<file path="config.mk">
export PLATFORM = sky130hd
export DESIGN_NAME = asrc_host
export DESIGN_NICKNAME = d
export VERILOG_FILES = /design/src/design/asrc_pkg.sv /design/src/design/asrc_timer.sv /design/src/design/asrc_host.sv
export VERILOG_INCLUDE_DIRS = /design/src /design/src/design
export SDC_FILE = /design/constraint.sdc
export NUM_CORES = 1
export LEC_CHECK = 0
export BUFFER_PORTS_ARGS = -buffer_cell sky130_fd_sc_hd__buf_2
export CAP_MARGIN = 5
export CORE_ASPECT_RATIO = 1.2
export CORE_MARGIN = 2
export CORE_UTILIZATION = 50
export CTS_BUF_LIST = sky130_fd_sc_hd__clkbuf_2 sky130_fd_sc_hd__clkbuf_4 sky130_fd_sc_hd__clkbuf_8
export DETAILED_ROUTE_END_ITERATION = 10
export PLACE_DENSITY = 0.9
export SLEW_MARGIN = 0
export SYNTH_ARGS = -nofsm -noshare
export SYNTH_HDL_FRONTEND = slang
export SYNTH_HIERARCHICAL = 1
export SYNTH_SLANG_ARGS = --single-unit
</file>
<file path="constraint.sdc">
create_clock -name clk -period 4.05 [get_ports clk]
set_input_delay 0.81 -clock clk [delete_from_list [all_inputs] [get_ports clk]]
set_output_delay 0.81 -clock clk [all_outputs]
set_load 0.05 [all_outputs]
</file>
<file path="src/design/asrc_defs.svh">
`ifndef ASRC_DEFS_SVH
`define ASRC_DEFS_SVH
// timing figures in ns, and cycle counts derived at a 100 ns clock period
`define ASRC_CLK_NS 100
`define ASRC_ACCESS_NS 10
`define ASRC_HOLD_NS 3
`define ASRC_FLOAT_NS 6
`define ASRC_PDOWN_NS 10
`define ASRC_CSW_NS 10
`define ASRC_ADDRW_NS 10
`define ASRC_DATAW_NS 7
// least times round up, at least one cycle
`define ASRC_CEIL(ns) (((ns) + `ASRC_CLK_NS - 1) / `ASRC_CLK_NS)
`define ASRC_ACCESS_CYC `ASRC_CEIL(`ASRC_ACCESS_NS)
`define ASRC_FLOAT_CYC `ASRC_CEIL(`ASRC_FLOAT_NS)
`define ASRC_PDOWN_CYC `ASRC_CEIL(`ASRC_PDOWN_NS)
`define ASRC_WPULSE_CYC `ASRC_CEIL(`ASRC_CSW_NS)
`define ASRC_DSETUP_CYC `ASRC_CEIL(`ASRC_DATAW_NS)
`define ASRC_ADDR_W 12
`define ASRC_DATA_W 4
`define ASRC_CNT_W 3
`endif

</file>
<file path="src/design/asrc_pkg.sv">
package asrc_pkg;
   typedef logic [11:0] asrc_addr_t;
   typedef logic [3:0] asrc_data_t;
   typedef enum logic [2:0] {
      ASRC_IDLE = 3'b000,
      ASRC_RSEL = 3'b001,
      ASRC_RWAIT = 3'b010,
      ASRC_WSET = 3'b011,
      ASRC_WPULSE = 3'b100,
      ASRC_WEND = 3'b101,
      ASRC_GAP = 3'b110
   } asrc_state_t;
endpackage

</file>
<file path="src/design/asrc_timer.sv">
`include "asrc_defs.svh"
module asrc_timer
   import asrc_pkg::*;
(
   input wire logic clk,
   input wire logic rst_n,
   input wire logic load,
   input wire logic [`ASRC_CNT_W-1:0] count,
   output logic done
);
   logic [`ASRC_CNT_W-1:0] cnt_r;
   always_ff @(posedge clk or negedge rst_n) begin
      if (!rst_n) begin
         cnt_r <= 3'h0;
      end else if (load) begin
         cnt_r <= count;
      end else if (cnt_r != 3'h0) begin
         cnt_r <= cnt_r - 3'h1;
      end
   end
   // done ignores load: callers load on done, which would close a combinational loop
   assign done = (cnt_r == 3'h0);
endmodule // asrc_timer

</file>
<file path="src/design/asrc_host.sv">
// Behaviour
// read data is valid 10 ns after select falls with address stable
// device holds old data 3 ns after address change
// device outputs leave float no sooner than 3 ns after select
// device floats outputs within 6 ns after select rises
// device powers up at select fall, powers down 10 ns after rise
// host holds select low at least 10 ns before write end
// host sets address 10 ns before write end, holds it through end
// host drives write data 7 ns before write end, may drop after
// host keeps strobe or select high while address changes
// write-through outputs follow new write data within 10 ns
// write-through outputs show write data 10 ns after strobe falls
// floating variant floats outputs within 4 ns after strobe falls
// floating variant may drive again right after write end
// select and strobe rising together keeps outputs floating
// write timing measured from last valid to first changing address
// memory is 4096 words of 4 bits, separate data paths
// select high means standby with outputs floating
// write happens in overlap of select and strobe low
// select low, strobe high drives addressed word
`include "asrc_defs.svh"
module asrc_host
   import asrc_pkg::*;
(
   input wire logic clk,
   input wire logic rstn,
   input wire logic req_valid,
   input wire logic req_write,
   input wire logic [11:0] req_addr,
   input wire logic [3:0] req_wdata,
   output logic req_ready,
   output logic rsp_valid,
   output logic [3:0] rsp_rdata,
   output logic [11:0] addr_in,
   output logic [3:0] wdata_in,
   output logic sel_n,
   output logic wstrobe_n,
   input wire logic [3:0] rdata_out
);
   logic rst_s1_r, rst_n_r;
   always_ff @(posedge clk or negedge rstn) begin
      if (!rstn) begin
         rst_s1_r <= 1'b0;
         rst_n_r <= 1'b0;
      end else begin
         rst_s1_r <= 1'b1;
         rst_n_r <= rst_s1_r;
      end
   end

   asrc_state_t state_r, state_nxt;
   logic tload;
   logic [`ASRC_CNT_W-1:0] tcount;
   logic tdone;

   asrc_timer u_timer (
      .clk(clk),
      .rst_n(rst_n_r),
      .load(tload),
      .count(tcount),
      .done(tdone)
   );

   function automatic logic rd_take(input asrc_state_t s, input logic d);
      rd_take = (s == ASRC_RWAIT) && d;
   endfunction

   function automatic logic [`ASRC_CNT_W-1:0] cyc(input int n);
      cyc = (n < 1) ? 3'h1 : n[`ASRC_CNT_W-1:0];
   endfunction

   always_comb begin
      state_nxt = state_r;
      tload = 1'b0;
      tcount = 3'h0;
      case (state_r)
         ASRC_IDLE: begin
            if (req_valid) begin
               tload = 1'b1;
               if (req_write) begin
                  state_nxt = ASRC_WSET;
                  // the setup cycle counts down with the strobe length
                  tcount = cyc(`ASRC_WPULSE_CYC);
               end else begin
                  state_nxt = ASRC_RSEL;
                  tcount = cyc(`ASRC_ACCESS_CYC);
               end
            end
         end
         ASRC_RSEL: state_nxt = ASRC_RWAIT;
         ASRC_RWAIT: begin
            if (tdone) begin
               state_nxt = ASRC_GAP;
               tload = 1'b1;
               tcount = cyc(`ASRC_FLOAT_CYC);
            end
         end
         ASRC_WSET: begin
            state_nxt = ASRC_WPULSE;
         end
         ASRC_WPULSE: begin
            if (tdone) begin
               state_nxt = ASRC_WEND;
            end
         end
         ASRC_WEND: begin
            state_nxt = ASRC_GAP;
            tload = 1'b1;
            tcount = cyc(`ASRC_FLOAT_CYC);
         end
         ASRC_GAP: begin
            if (tdone) begin
               state_nxt = ASRC_IDLE;
            end
         end
         default: state_nxt = ASRC_IDLE;
      endcase
   end

   always_ff @(posedge clk or negedge rst_n_r) begin
      if (!rst_n_r) begin
         state_r <= ASRC_IDLE;
      end else begin
         state_r <= state_nxt;
      end
   end

   // address and data latched at request, held through the whole cycle
   always_ff @(posedge clk or negedge rst_n_r) begin
      if (!rst_n_r) begin
         addr_in <= 12'h000;
         wdata_in <= 4'h0;
      end else if (state_r == ASRC_IDLE && req_valid) begin
         addr_in <= req_addr;
         wdata_in <= req_wdata;
      end
   end

   // select low during access; strobe only inside select, raised first
   always_ff @(posedge clk or negedge rst_n_r) begin
      if (!rst_n_r) begin
         sel_n <= 1'b1;
         wstrobe_n <= 1'b1;
      end else begin
         sel_n <= !(state_nxt inside {ASRC_RSEL, ASRC_RWAIT, ASRC_WSET,
                                      ASRC_WPULSE, ASRC_WEND});
         wstrobe_n <= !(state_nxt == ASRC_WPULSE);
      end
   end

   always_ff @(posedge clk or negedge rst_n_r) begin
      if (!rst_n_r) begin
         rsp_valid <= 1'b0;
         rsp_rdata <= 4'h0;
      end else begin
         rsp_valid <= rd_take(state_r, tdone);
         if (rd_take(state_r, tdone)) begin
            rsp_rdata <= rdata_out;
         end
      end
   end

   // no request is taken before the internal reset is released
   assign req_ready = rst_n_r && (state_r == ASRC_IDLE);
endmodule // asrc_host

</file>
* Word level (Yosys, flattened, before mapping)
Cells that the tools add are included.
** Storage, ports and cells
- Bits in registers :: 31
- Logic and storage cells :: 46
** Operators by class
- $add $sub $neg :: 1
- Equal/unequal tests :: 11
- Reduce and logical (&&, ||, !) cells :: 10
- Multiplexer cells :: 14
** Operator list (count)
- 3-bit one-hot mux with 7 select lines :: 1
- 3-bit two-way mux :: 6
- 3-bit == test, second input constant :: 5
- 3-bit by 2-bit == test with 1-bit output, second input constant :: 4
- 3-bit by 1-bit == test with 1-bit output, second input constant :: 2
- 3-bit logical NOT :: 2
- 1-bit one-hot mux with 3 select lines :: 2
- 5-bit nonzero test :: 1
- 1-bit two-way mux :: 4
- 1-bit logical AND :: 3
- 3-bit nonzero test :: 1
- 3-bit by 1-bit subtractor with 3-bit output, second input constant :: 1
- 1-bit logical NOT :: 2
- 2-bit two-way mux :: 1
- 2-bit nonzero test :: 1

* Depth between registers and ports, before layout
Gate-level depths: netlist (run 1).
- Depth after elaboration :: 6
- Mapped depth :: 9

* Hierarchy
Netlist (run 1), hierarchy kept.
** Modules (own cells, without submodules)
- asrc_host :: cells an instance 76, instances 1, area an instance 1123.6 µm²
- asrc_timer :: cells an instance 21, instances 1, area an instance 200.2 µm²

* Worst setup path before layout (run 1)
No wires, ideal clock.
- Path kind :: register to output
- From :: reg rst_n_r
- To :: out req_ready
- Stages on the path, launching flop included :: 2
- Path buffers :: 0
- Setup slack :: 620 ps
- Arrival time :: 2620 ps
- Path through :: dfrtp_1 > nor4b_1
** On the way
- Longest elaborated chain between the ends :: 1
** RTL lines
- start, declared :: line asrc_host.sv:40 : logic rst_s1_r, rst_n_r;
- start signal, assigned :: line asrc_host.sv:47 : rst_n_r <= rst_s1_r;
- 1-bit logical AND :: line asrc_host.sv:164 : assign req_ready = rst_n_r && (state_r == ASRC_IDLE);
- end, declared :: line asrc_host.sv:31 : output logic req_ready,
Every way passes these cells.

* Final worst setup path (run 1)
- From :: reg u_timer.cnt_r[0]
- To :: reg u_timer.cnt_r[0]
** On the way
- Longest elaborated chain between the ends :: 4
- Elaborated cells between the ends (all ways) :: 10
- Those cells by class :: 1 x add/sub; 6 x mux; 3 x reduce/logical
** RTL lines
- start, declared :: line asrc_timer.sv:11 : logic [`ASRC_CNT_W-1:0] cnt_r;
- start signal, assigned :: line asrc_timer.sv:16 : cnt_r <= count;
- start signal, assigned :: line asrc_timer.sv:18 : cnt_r <= cnt_r - 3'h1;
- 3-bit logical NOT * :: line asrc_timer.sv:22 : assign done = (cnt_r == 3'h0);
- named net tdone :: line asrc_host.sv:54 : logic tdone;
- 1-bit two-way mux * :: line asrc_host.sv:92 : if (tdone) begin
- 1-bit one-hot mux with 3 select lines * :: line asrc_host.sv:76 : case (state_r)
- named net tload :: line asrc_host.sv:52 : logic tload;
- 3-bit two-way mux / 2-bit nonzero test (equally long branches)
The timed path passes the listed nets; every way through them passes the cells marked *. The select of a mux whose other input is x is not followed.
A chain may end at the register's enable or synchronous reset.

==> results.py, run 1 <==
metrics = {
    "cells_and_area": {
        "n_fill_cell": 203,
        "nets": 174,
        "antenna_cells": 0,
        "regArea_sq_um": 778,
        "area_growth_pct": 23.1,
        "final_cell_area_sq_mm": 0.00163,
        "multi_input_area_sq_um": 484,
        "drive_above_1_share_pct": 54.7,
    },
    "die": {
        "core_sq_mm": 0.00253,
        "io-pin-count": 48,
        "rows": 20,
        "die_height_um": 60.4,
        "die-width_um": 51.0,
        "die_area_sq_mm": 0.00308,
        "start_util_pct": 52.4,
    },
    "route": {
        "vias_per_cell": 5.10,
        "initialDrtViolationCount": 5,
        "firstDrtPassIters": 4,
        "ant_nets": 0,
        "wl_um": 2460,
        "drc_errors": 0,
        "routedWlPerCell_um": 13.6,
        "num_vias": 923,
    },
    "critical_path": {
        "arrival_ps": 2830,
        "crit_required_ps": 4280,
        "critPathLaunchType": "register",
        "cp-end-kind": "register",
        "worst-setup-path-type": "reg2reg",
        "crit_fanout": 8,
    },
    "logic_synthesis": {
        "synth_most_common_cell": "dfrtp_1",
        "synth.distinct_cells": 29,
        "yosys_warnings": 6,
        "synth_seq_cells": 31,
        "synth.cell_area_sq_mm": 0.00132,
        "synth_area_leaders": "dfrtp_1 (55%), mux2_2 (17%), dfstp_2 (4.0%), inv_1 (2.0%), nor4b_1 (2.0%)",
        "synth_enable_flop_cells": 0,
        "synth_top_area_share_pct": 54.8,
        "ys_async_sr_fraction_pct": 100,
        "synthCells": 97,
        "synth_seq_area_share_pct": 58.8,
        "yosys_most_used_dff": "dfrtp_1",
        "yosys.area.top_type": "dfrtp_1",
        "synth_common_cells": "dfrtp_1 (29), mux2_2 (20), inv_1 (7)",
        "syn_avg_cell_area_sq_um": 13.6,
    },
    "sta": {
        "min_period_ps": 2600,
        "setup_ws_ps": 1450,
        "fmax_mhz": 385,
        "maxSlewViolCount": 0,
        "clock_skew_ps": 9.92,
        "relSlewSlack_pct": 28.9,
        "report.final.hold_viol_count": 0,
        "hold_slack_ps": 248,
        "tightest_slew_ps": 1050,
        "setup_viol": 0,
        "rsz0062_at_grt": "false",
        "tns_ps": 0,
        "fin_crit_sh_pct": 64.2,
    },
    "cts": {
        "cts_buffers": 5,
        "cts_buffer_depth": 2,
        "cts_max_level": 2,
        "hold_buffers": 0,
        "postCtsSetupRepairBufs": 0,
        "clkTransAtPathRegs_ps": 90,
        "root_buffer": "clkbuf_4",
        "cts_resized": 0,
        "cts_tree": "built",
        "clock_latency_ps": 330,
        "cts.sinks": 31,
    },
    "min_path": {
        "hold_path.class": "in2async",
    },
    "global_route": {
        "grt_overflow": 0,
        "antenna_found_initial": 0,
        "grt_max_degree": 30,
        "grt_usage_pct": 17.7,
        "grt_pass1_vias": 901,
        "grt_first_pass_wirelength_um": 3800,
    },
    "run_status": {
        "status": "finished, final reports clean",
    },
    "place": {
        "port_buffers": 47,
        "place_area_sq_mm": 0.00157,
        "pre_cts_ws_ps": 1500,
        "routabilityCongestion": 0.789,
        "hpwl_um": 1830,
    },
    "run": {
        "drv_cap": 0,
    },
}
-- routing by layer --
metal,wire (um),GRT usage (%),vias up
li1,-,-,435
met1,987,18.0,441
met2,1250,30.1,39
met3,157,6.90,8
met4,69,12.4,0
met5,0,0,-
-- logic make-up (layout without fill, tap and decap cells) --
family / after synthesis / count (layout) / share of synthesized area [%]
DFF: 31 / 31 / 58.8
muxes: 20 / 20 / 17.0
and+or+nand+nor: 19 / 19 / 10.7
buffers and inverters: 12 / 62 / 4.91
AOI/OAI and AO/OA: 10 / 10 / 5.48
adders and majority gates: 2 / 2 / 1.89
other: 2 / 3 / 0.567
xor gates and xnor gates: 1 / 1 / 0.662
-- metrics by stage --
stage               util (%)  std cells
floorplan                  -         98
global placement        62.2        174
detailed placement      62.2        174
CTS                     64.5        181
global route            64.5        181
finish                  64.5        181
-- cells in the final DEF (no fill, tap or decap), drive strengths merged, types with 3 or more instances in the layout --
cell type	n
conb	3
dfrtp	29
buf	48
clkbuf	6
nor4b	3
nor2b	3
nand2b	4
mux2	20
inv	7
-- flip-flops by register name, indices dropped and copies added, names as in the netlist --
name           count
addr_in           12
rsp_rdata          4
rsp_valid          1
rst_n_r            1
rst_s1_r           1
sel_n              1
state_r            3
u_timer/cnt_r      3
wdata_in           4
wstrobe_n          1
-- layout make-up --
| cell class | count | area share [%] |
|---|---|---|
| clock buffer | 6 | 3.15 |
| clock inverter | 1 | 0.307 |
| inverter | 7 | 1.61 |
| multi-input combinational | 55 | 29.7 |
| sequential | 31 | 47.8 |
| tap | 33 | 2.53 |
| timing repair buffer | 48 | 14.9 |
-- critical path: stages (launching register included) --
cell and delay, ps:
dfrtp_1 410, inv_1 90, ha_1 200, nand2b_1 120
inv_1 150, nor4bb_1 850, or3_2 350, nor2b_1 70
a221oi_1 260
-- path summary, 6_finish.rpt --
path / from / end / slack (ps) / cells after the start
hold / removal: rstn / rst_n_r$_DFF_PN0_ / 250 / 1
hold reg to reg: rst_n_r$_DFF_PN0_ / wdata_in[2]$_DFFE_PN0P_ / 270 / 1
setup / recovery: u_timer/cnt_r[0]$_DFFE_PN0P_ / u_timer/cnt_r[0]$_DFFE_PN0P_ / 1450 / 8
setup reg to reg: u_timer/cnt_r[0]$_DFFE_PN0P_ / u_timer/cnt_r[0]$_DFFE_PN0P_ / 1450 / 8
min in group clk: rst_s1_r$_DFF_PN0_ / rst_n_r$_DFF_PN0_ / 360 / 0
max in group asynchronous: rst_n_r$_DFF_PN0_ / wstrobe_n$_DFF_PN1_ / 3460 / 1
Power of run 1 is left out: the tool's default activity adds up to more than one toggle a clock period on the data nets, which glitch-free logic cannot reach.
==> run 2: changes to the inputs <==
--- a/config.mk
+++ b/config.mk
@@ -10,10 +10,10 @@
 export CAP_MARGIN = 5
 export CORE_ASPECT_RATIO = 1.2
 export CORE_MARGIN = 2
-export CORE_UTILIZATION = 50
+export CORE_UTILIZATION = 45
 export CTS_BUF_LIST = sky130_fd_sc_hd__clkbuf_2 sky130_fd_sc_hd__clkbuf_4 sky130_fd_sc_hd__clkbuf_8
 export DETAILED_ROUTE_END_ITERATION = 10
-export PLACE_DENSITY = 0.9
+export PLACE_DENSITY = 0.86
 export SLEW_MARGIN = 0
 export SYNTH_ARGS = -nofsm -noshare
 export SYNTH_HDL_FRONTEND = slang
==> constraint.sdc (replaced) <==
create_clock -name clk -period 2.2 [get_ports clk]
set_input_delay 0.44 -clock clk [delete_from_list [all_inputs] [get_ports clk]]
set_output_delay 0.44 -clock clk [all_outputs]
set_load 0.05 [all_outputs]
==> results.py, run 2 (synthesized netlist as in run 1, its figures left out) <==
metrics = {
    "sta": {
        "fmax_mhz": 474,
        "fin_crit_sh_pct": 96.0,
        "maxSlewViolCount": 0,
        "min_period_ps": 2110,
        "rsz0062_at_grt": "false",
        "hold_slack_ps": 273,
        "clock_skew_ps": 5.79,
        "setup_viol": 0,
        "report.final.hold_viol_count": 0,
        "tns_ps": 0,
    },
    "cts": {
        "clkTransAtPathRegs_ps": 90,
        "cts_buffer_depth": 2,
        "cts_max_level": 2,
        "clock_latency_ps": 320,
        "cts_buffers": 5,
        "root_buffer": "clkbuf_4",
        "cts.sinks": 31,
        "cts_tree": "built",
    },
    "cells_and_area": {
        "largest-register": "addr_in",
        "drive_above_1_share_pct": 57.9,
        "final_common_cell": "buf_2",
        "area_growth_pct": 29.1,
        "largest_reg_flops": 12,
        "antenna_cells": 0,
        "reg_top3": "addr_in x12, rsp_rdata x4, wdata_in x4",
        "nets": 178,
        "layout_common_cells": "buf_2 (47), dfrtp_1 (29), mux2_2 (20), inv_1 (7), clkbuf_4 (5)",
    },
    "die": {
        "die_height_um": 63.4,
        "rows": 21,
        "start_util_pct": 47.5,
        "die-width_um": 53.5,
        "die_area_sq_mm": 0.00339,
        "io-pin-count": 48,
        "core_sq_mm": 0.00279,
    },
    "route": {
        "wl_um": 2500,
        "routedWlPerCell_um": 13.4,
        "firstDrtPassIters": 4,
        "initialDrtViolationCount": 7,
        "vias_per_cell": 5.08,
        "drc_errors": 0,
        "ant_nets": 0,
        "num_vias": 945,
    },
    "critical_path": {
        "critPathLaunchType": "register",
        "arrival_ps": 2320,
        "worst-setup-path-type": "reg2reg",
        "crit_fanout": 8,
        "cp-end-kind": "register",
        "r2r_setup_slack_ps": 90,
        "crit_required_ps": 2410,
    },
    "min_path": {
        "hold_path.class": "reg2async",
    },
    "place": {
        "routabilityCongestion": 0.750,
        "port_buffers": 47,
        "hpwl_um": 1970,
    },
    "global_route": {
        "grt_max_degree": 30,
        "grt_overflow": 0,
        "grt_usage_pct": 17.0,
        "grt_first_pass_wirelength_um": 4130,
        "grt_pass1_vias": 978,
        "antenna_found_initial": 0,
    },
    "run": {
        "drv_cap": 0,
    },
    "run_status": {
        "status": "finished, final reports clean",
    },
}
-- run 2: cell count changes in the layout (fill, tap and decap cells not counted) --
cell           change
nor4bb_2           +1
or3_4              +1
buf_4              +3
nor4bb_1           -1
dlygate4sd3_1      +1
or3_2              -1
nor4b_1            -3
nor4b_4            +2
nor4b_2            +1
-- run 2: area by class of cell --
type / instances / area, sq um
clock inverters: 1 / 5.00
multi-input cells: 55 / 531
well taps: 34 / 42.5
fillers: 257 / 1080
inverters: 7 / 26.3
repair buffers: 52 / 275
clock buffers: 6 / 51.3
flip-flops and latches: 31 / 778
-- run 2: per-layer routing --
layer / share of wire [%] / global-route usage [%] / wire length [um] / vias up
met5: 0 / 0 / 0 / -
met4: 2.6 / 6.73 / 66 / 0
met3: 7.4 / 7.35 / 185 / 8
met2: 54 / 28.7 / 1350 / 37
met1: 36 / 18.1 / 895 / 453
li1: - / - / - / 447
-- run 2: timing repair --
| item | 4_1_cts | 5_1_grt |
|---|---|---|
| setup buffers | 0 | 1 |
| endpoints found under the hold margin | 2 | 0 |
| endpoints found under the setup margin | 2 | 1 |
| hold buffers | 1 | 0 |
| gates resized for setup | 3 | 2 |
-- run 2: metrics by stage --
step / cells / instance area (sq um) / setup WS, ps / utilization [%]
after CTS: 185 / 1690 / 111 / 60.6
after floorplan: 98 / 1340 / 95.4 / -
final: 186 / 1710 / 89.0 / 61.4
after global placement: 177 / 1600 / 186 / 57.6
after detailed placement: 177 / 1600 / -46.0 / 57.6
after global routing: 186 / 1710 / 2.90 / 61.4
-- run 2: final timing paths --
check | startpoint | end | cells past startpoint
max reg2reg | u_timer/cnt_r[0]$_DFFE_PN0P_ | u_timer/cnt_r[1]$_DFFE_PN0P_ | 8
min reg2reg | rst_n_r$_DFF_PN0_ | rsp_rdata[2]$_DFFE_PN0P_ | 1
min | rst_n_r$_DFF_PN0_ | rsp_rdata[2]$_DFFE_PN0P_ | 1
min in group clk | req_addr[0] | addr_in[0]$_DFFE_PN0P_ | 2
max | u_timer/cnt_r[0]$_DFFE_PN0P_ | u_timer/cnt_r[1]$_DFFE_PN0P_ | 8
max in group asynchronous | rst_n_r$_DFF_PN0_ | sel_n$_DFF_PN1_ | 1
-- run 2: worst max-delay path, cell delays in order, from the launching register on --
cell and delay (ps):
dfrtp_1 400, inv_1 90, ha_1 240, nand2b_1 140, inv_1 100, nor4bb_2 180
or3_4 460, nor4b_2 310, a311oi_1 70
Power of run 2 is left out for the same reason.
==> run 3: changes to the inputs <==
--- a/config.mk
+++ b/config.mk
@@ -14,6 +14,7 @@
 export CTS_BUF_LIST = sky130_fd_sc_hd__clkbuf_2 sky130_fd_sc_hd__clkbuf_4 sky130_fd_sc_hd__clkbuf_8
 export DETAILED_ROUTE_END_ITERATION = 10
 export PLACE_DENSITY = 0.86
+export SETUP_SLACK_MARGIN = 0.15
 export SLEW_MARGIN = 0
 export SYNTH_ARGS = -nofsm -noshare
 export SYNTH_HDL_FRONTEND = slang
==> results.py, run 3 (synthesized netlist as in run 1, its figures left out) <==
metrics = {
    "run_status": {
        "status": "finished, final reports clean",
    },
    "route": {
        "drc_errors": 0,
        "vias_per_cell": 5.05,
        "initialDrtViolationCount": 7,
        "firstDrtPassIters": 3,
        "ant_nets": 0,
        "wl_um": 2700,
        "num_vias": 949,
        "routedWlPerCell_um": 14.4,
    },
    "place": {
        "pre_cts_ws_ps": 194,
        "port_buffers": 47,
        "placed_cells": 177,
        "routabilityCongestion": 0.786,
        "hpwl_um": 2010,
    },
    "sta": {
        "tns_ps": 0,
        "report.final.hold_viol_count": 0,
        "fmax_mhz": 505,
        "setup_viol": 0,
        "fin_crit_sh_pct": 89.9,
        "maxSlewViolCount": 0,
        "rsz0062_at_grt": "true",
        "setup_ws_ps": 222,
        "clock_skew_ps": 3.44,
        "min_period_ps": 1980,
    },
    "die": {
        "die_height_um": 63.4,
        "rows": 21,
        "start_util_pct": 47.5,
        "io-pin-count": 48,
        "die_area_sq_mm": 0.00339,
        "core_sq_mm": 0.00279,
        "die-width_um": 53.5,
    },
    "critical_path": {
        "crit_required_ps": 2410,
        "cp-end-kind": "register",
        "worst-setup-path-type": "reg2reg",
        "critPathLaunchType": "register",
        "crit_fanout": 8,
        "arrival_ps": 2190,
    },
    "cells_and_area": {
        "antenna_cells": 0,
        "nets": 179,
        "n_fill_cell": 236,
        "drive_above_1_share_pct": 58.4,
        "area_growth_pct": 28.7,
        "largest-register": "addr_in",
        "final_cells": 188,
        "largest_reg_flops": 12,
        "reg_top3": "addr_in x12, rsp_rdata x4, wdata_in x4",
        "layout_common_cells": "buf_2 (47), dfrtp_1 (28), mux2_2 (20), inv_1 (7), clkbuf_4 (7)",
        "final_common_cell": "buf_2",
    },
    "cts": {
        "cts_max_level": 2,
        "cts_tree": "built",
        "cts.sinks": 31,
        "root_buffer": "clkbuf_4",
        "cts_buffer_depth": 2,
        "clock_latency_ps": 330,
        "cts_buffers": 5,
        "clkTransAtPathRegs_ps": 90,
    },
    "global_route": {
        "grt_max_degree": 30,
        "grt_overflow": 0,
        "grt_first_pass_wirelength_um": 4560,
        "antenna_found_initial": 0,
        "grt_usage_pct": 19.2,
        "grt_pass1_vias": 1045,
    },
    "min_path": {
        "hold_path.class": "reg2async",
    },
    "run": {
        "drv_cap": 0,
    },
}
run 3: final cells by class:
type,instances,area [sq um],share of cell area (%)
timing repair buffer,53,283,16.6
inverter,7,26.3,1.54
clock inverter,1,5.00,0.294
multi-input combinational,55,515,30.2
sequential,31,779,45.7
clock buffer,7,52.6,3.08
tap,34,42.5,2.50
run 3: worst max-delay path, stage by stage (launching register included):
cell,delay (ps)
dfrtp_1,380
inv_1,80
ha_1,230
nand2b_1,110
inv_1,90
nor4bb_2,180
or3_4,430
nor4b_1,290
a311oi_1,70
run 3: final timing paths:
kind	start	endpoint	slack (ps)	cells after the start
max	u_timer/cnt_r[0]$_DFFE_PN0P_	u_timer/cnt_r[1]$_DFFE_PN0P_	220	8
min	rst_n_r$_DFF_PN0_	rsp_valid$_DFF_PN0_	300	1
max reg2reg	u_timer/cnt_r[0]$_DFFE_PN0P_	u_timer/cnt_r[1]$_DFFE_PN0P_	220	8
min reg2reg	rst_n_r$_DFF_PN0_	rsp_valid$_DFF_PN0_	300	1
max in group asynchronous	rst_n_r$_DFF_PN0_	sel_n$_DFF_PN1_	1600	1
min in group clk	req_addr[8]	addr_in[8]$_DFFE_PN0P_	340	2
run 3: routing by layer:
layer / up-vias / GRT usage, % / part of all wire (%)
met4: 0 / 8.65 / 2.7
li1: 445 / - / -
met2: 32 / 31.9 / 55
met1: 464 / 20.7 / 36
met3: 8 / 7.58 / 6.0
met5: - / 0 / 0
run 3: per-stage QoR:
step | area, sq um | hold WS, ps | utilization (%)
finish | 1700 | 298 | 61.2
detailed placement | 1620 | 229 | 58.0
CTS | 1680 | 309 | 60.4
floorplan | 1350 | 144 | -
global placement | 1620 | 226 | 58.0
global route | 1700 | 323 | 61.2
run 3: what timing repair did:
action	CTS	global route
resized for setup	0	1
setup endpoints to repair	0	7
hold buffers	1	0
buffers inserted	0	2
endpoints found under the hold margin	2	0
Power of run 3 is left out for the same reason.
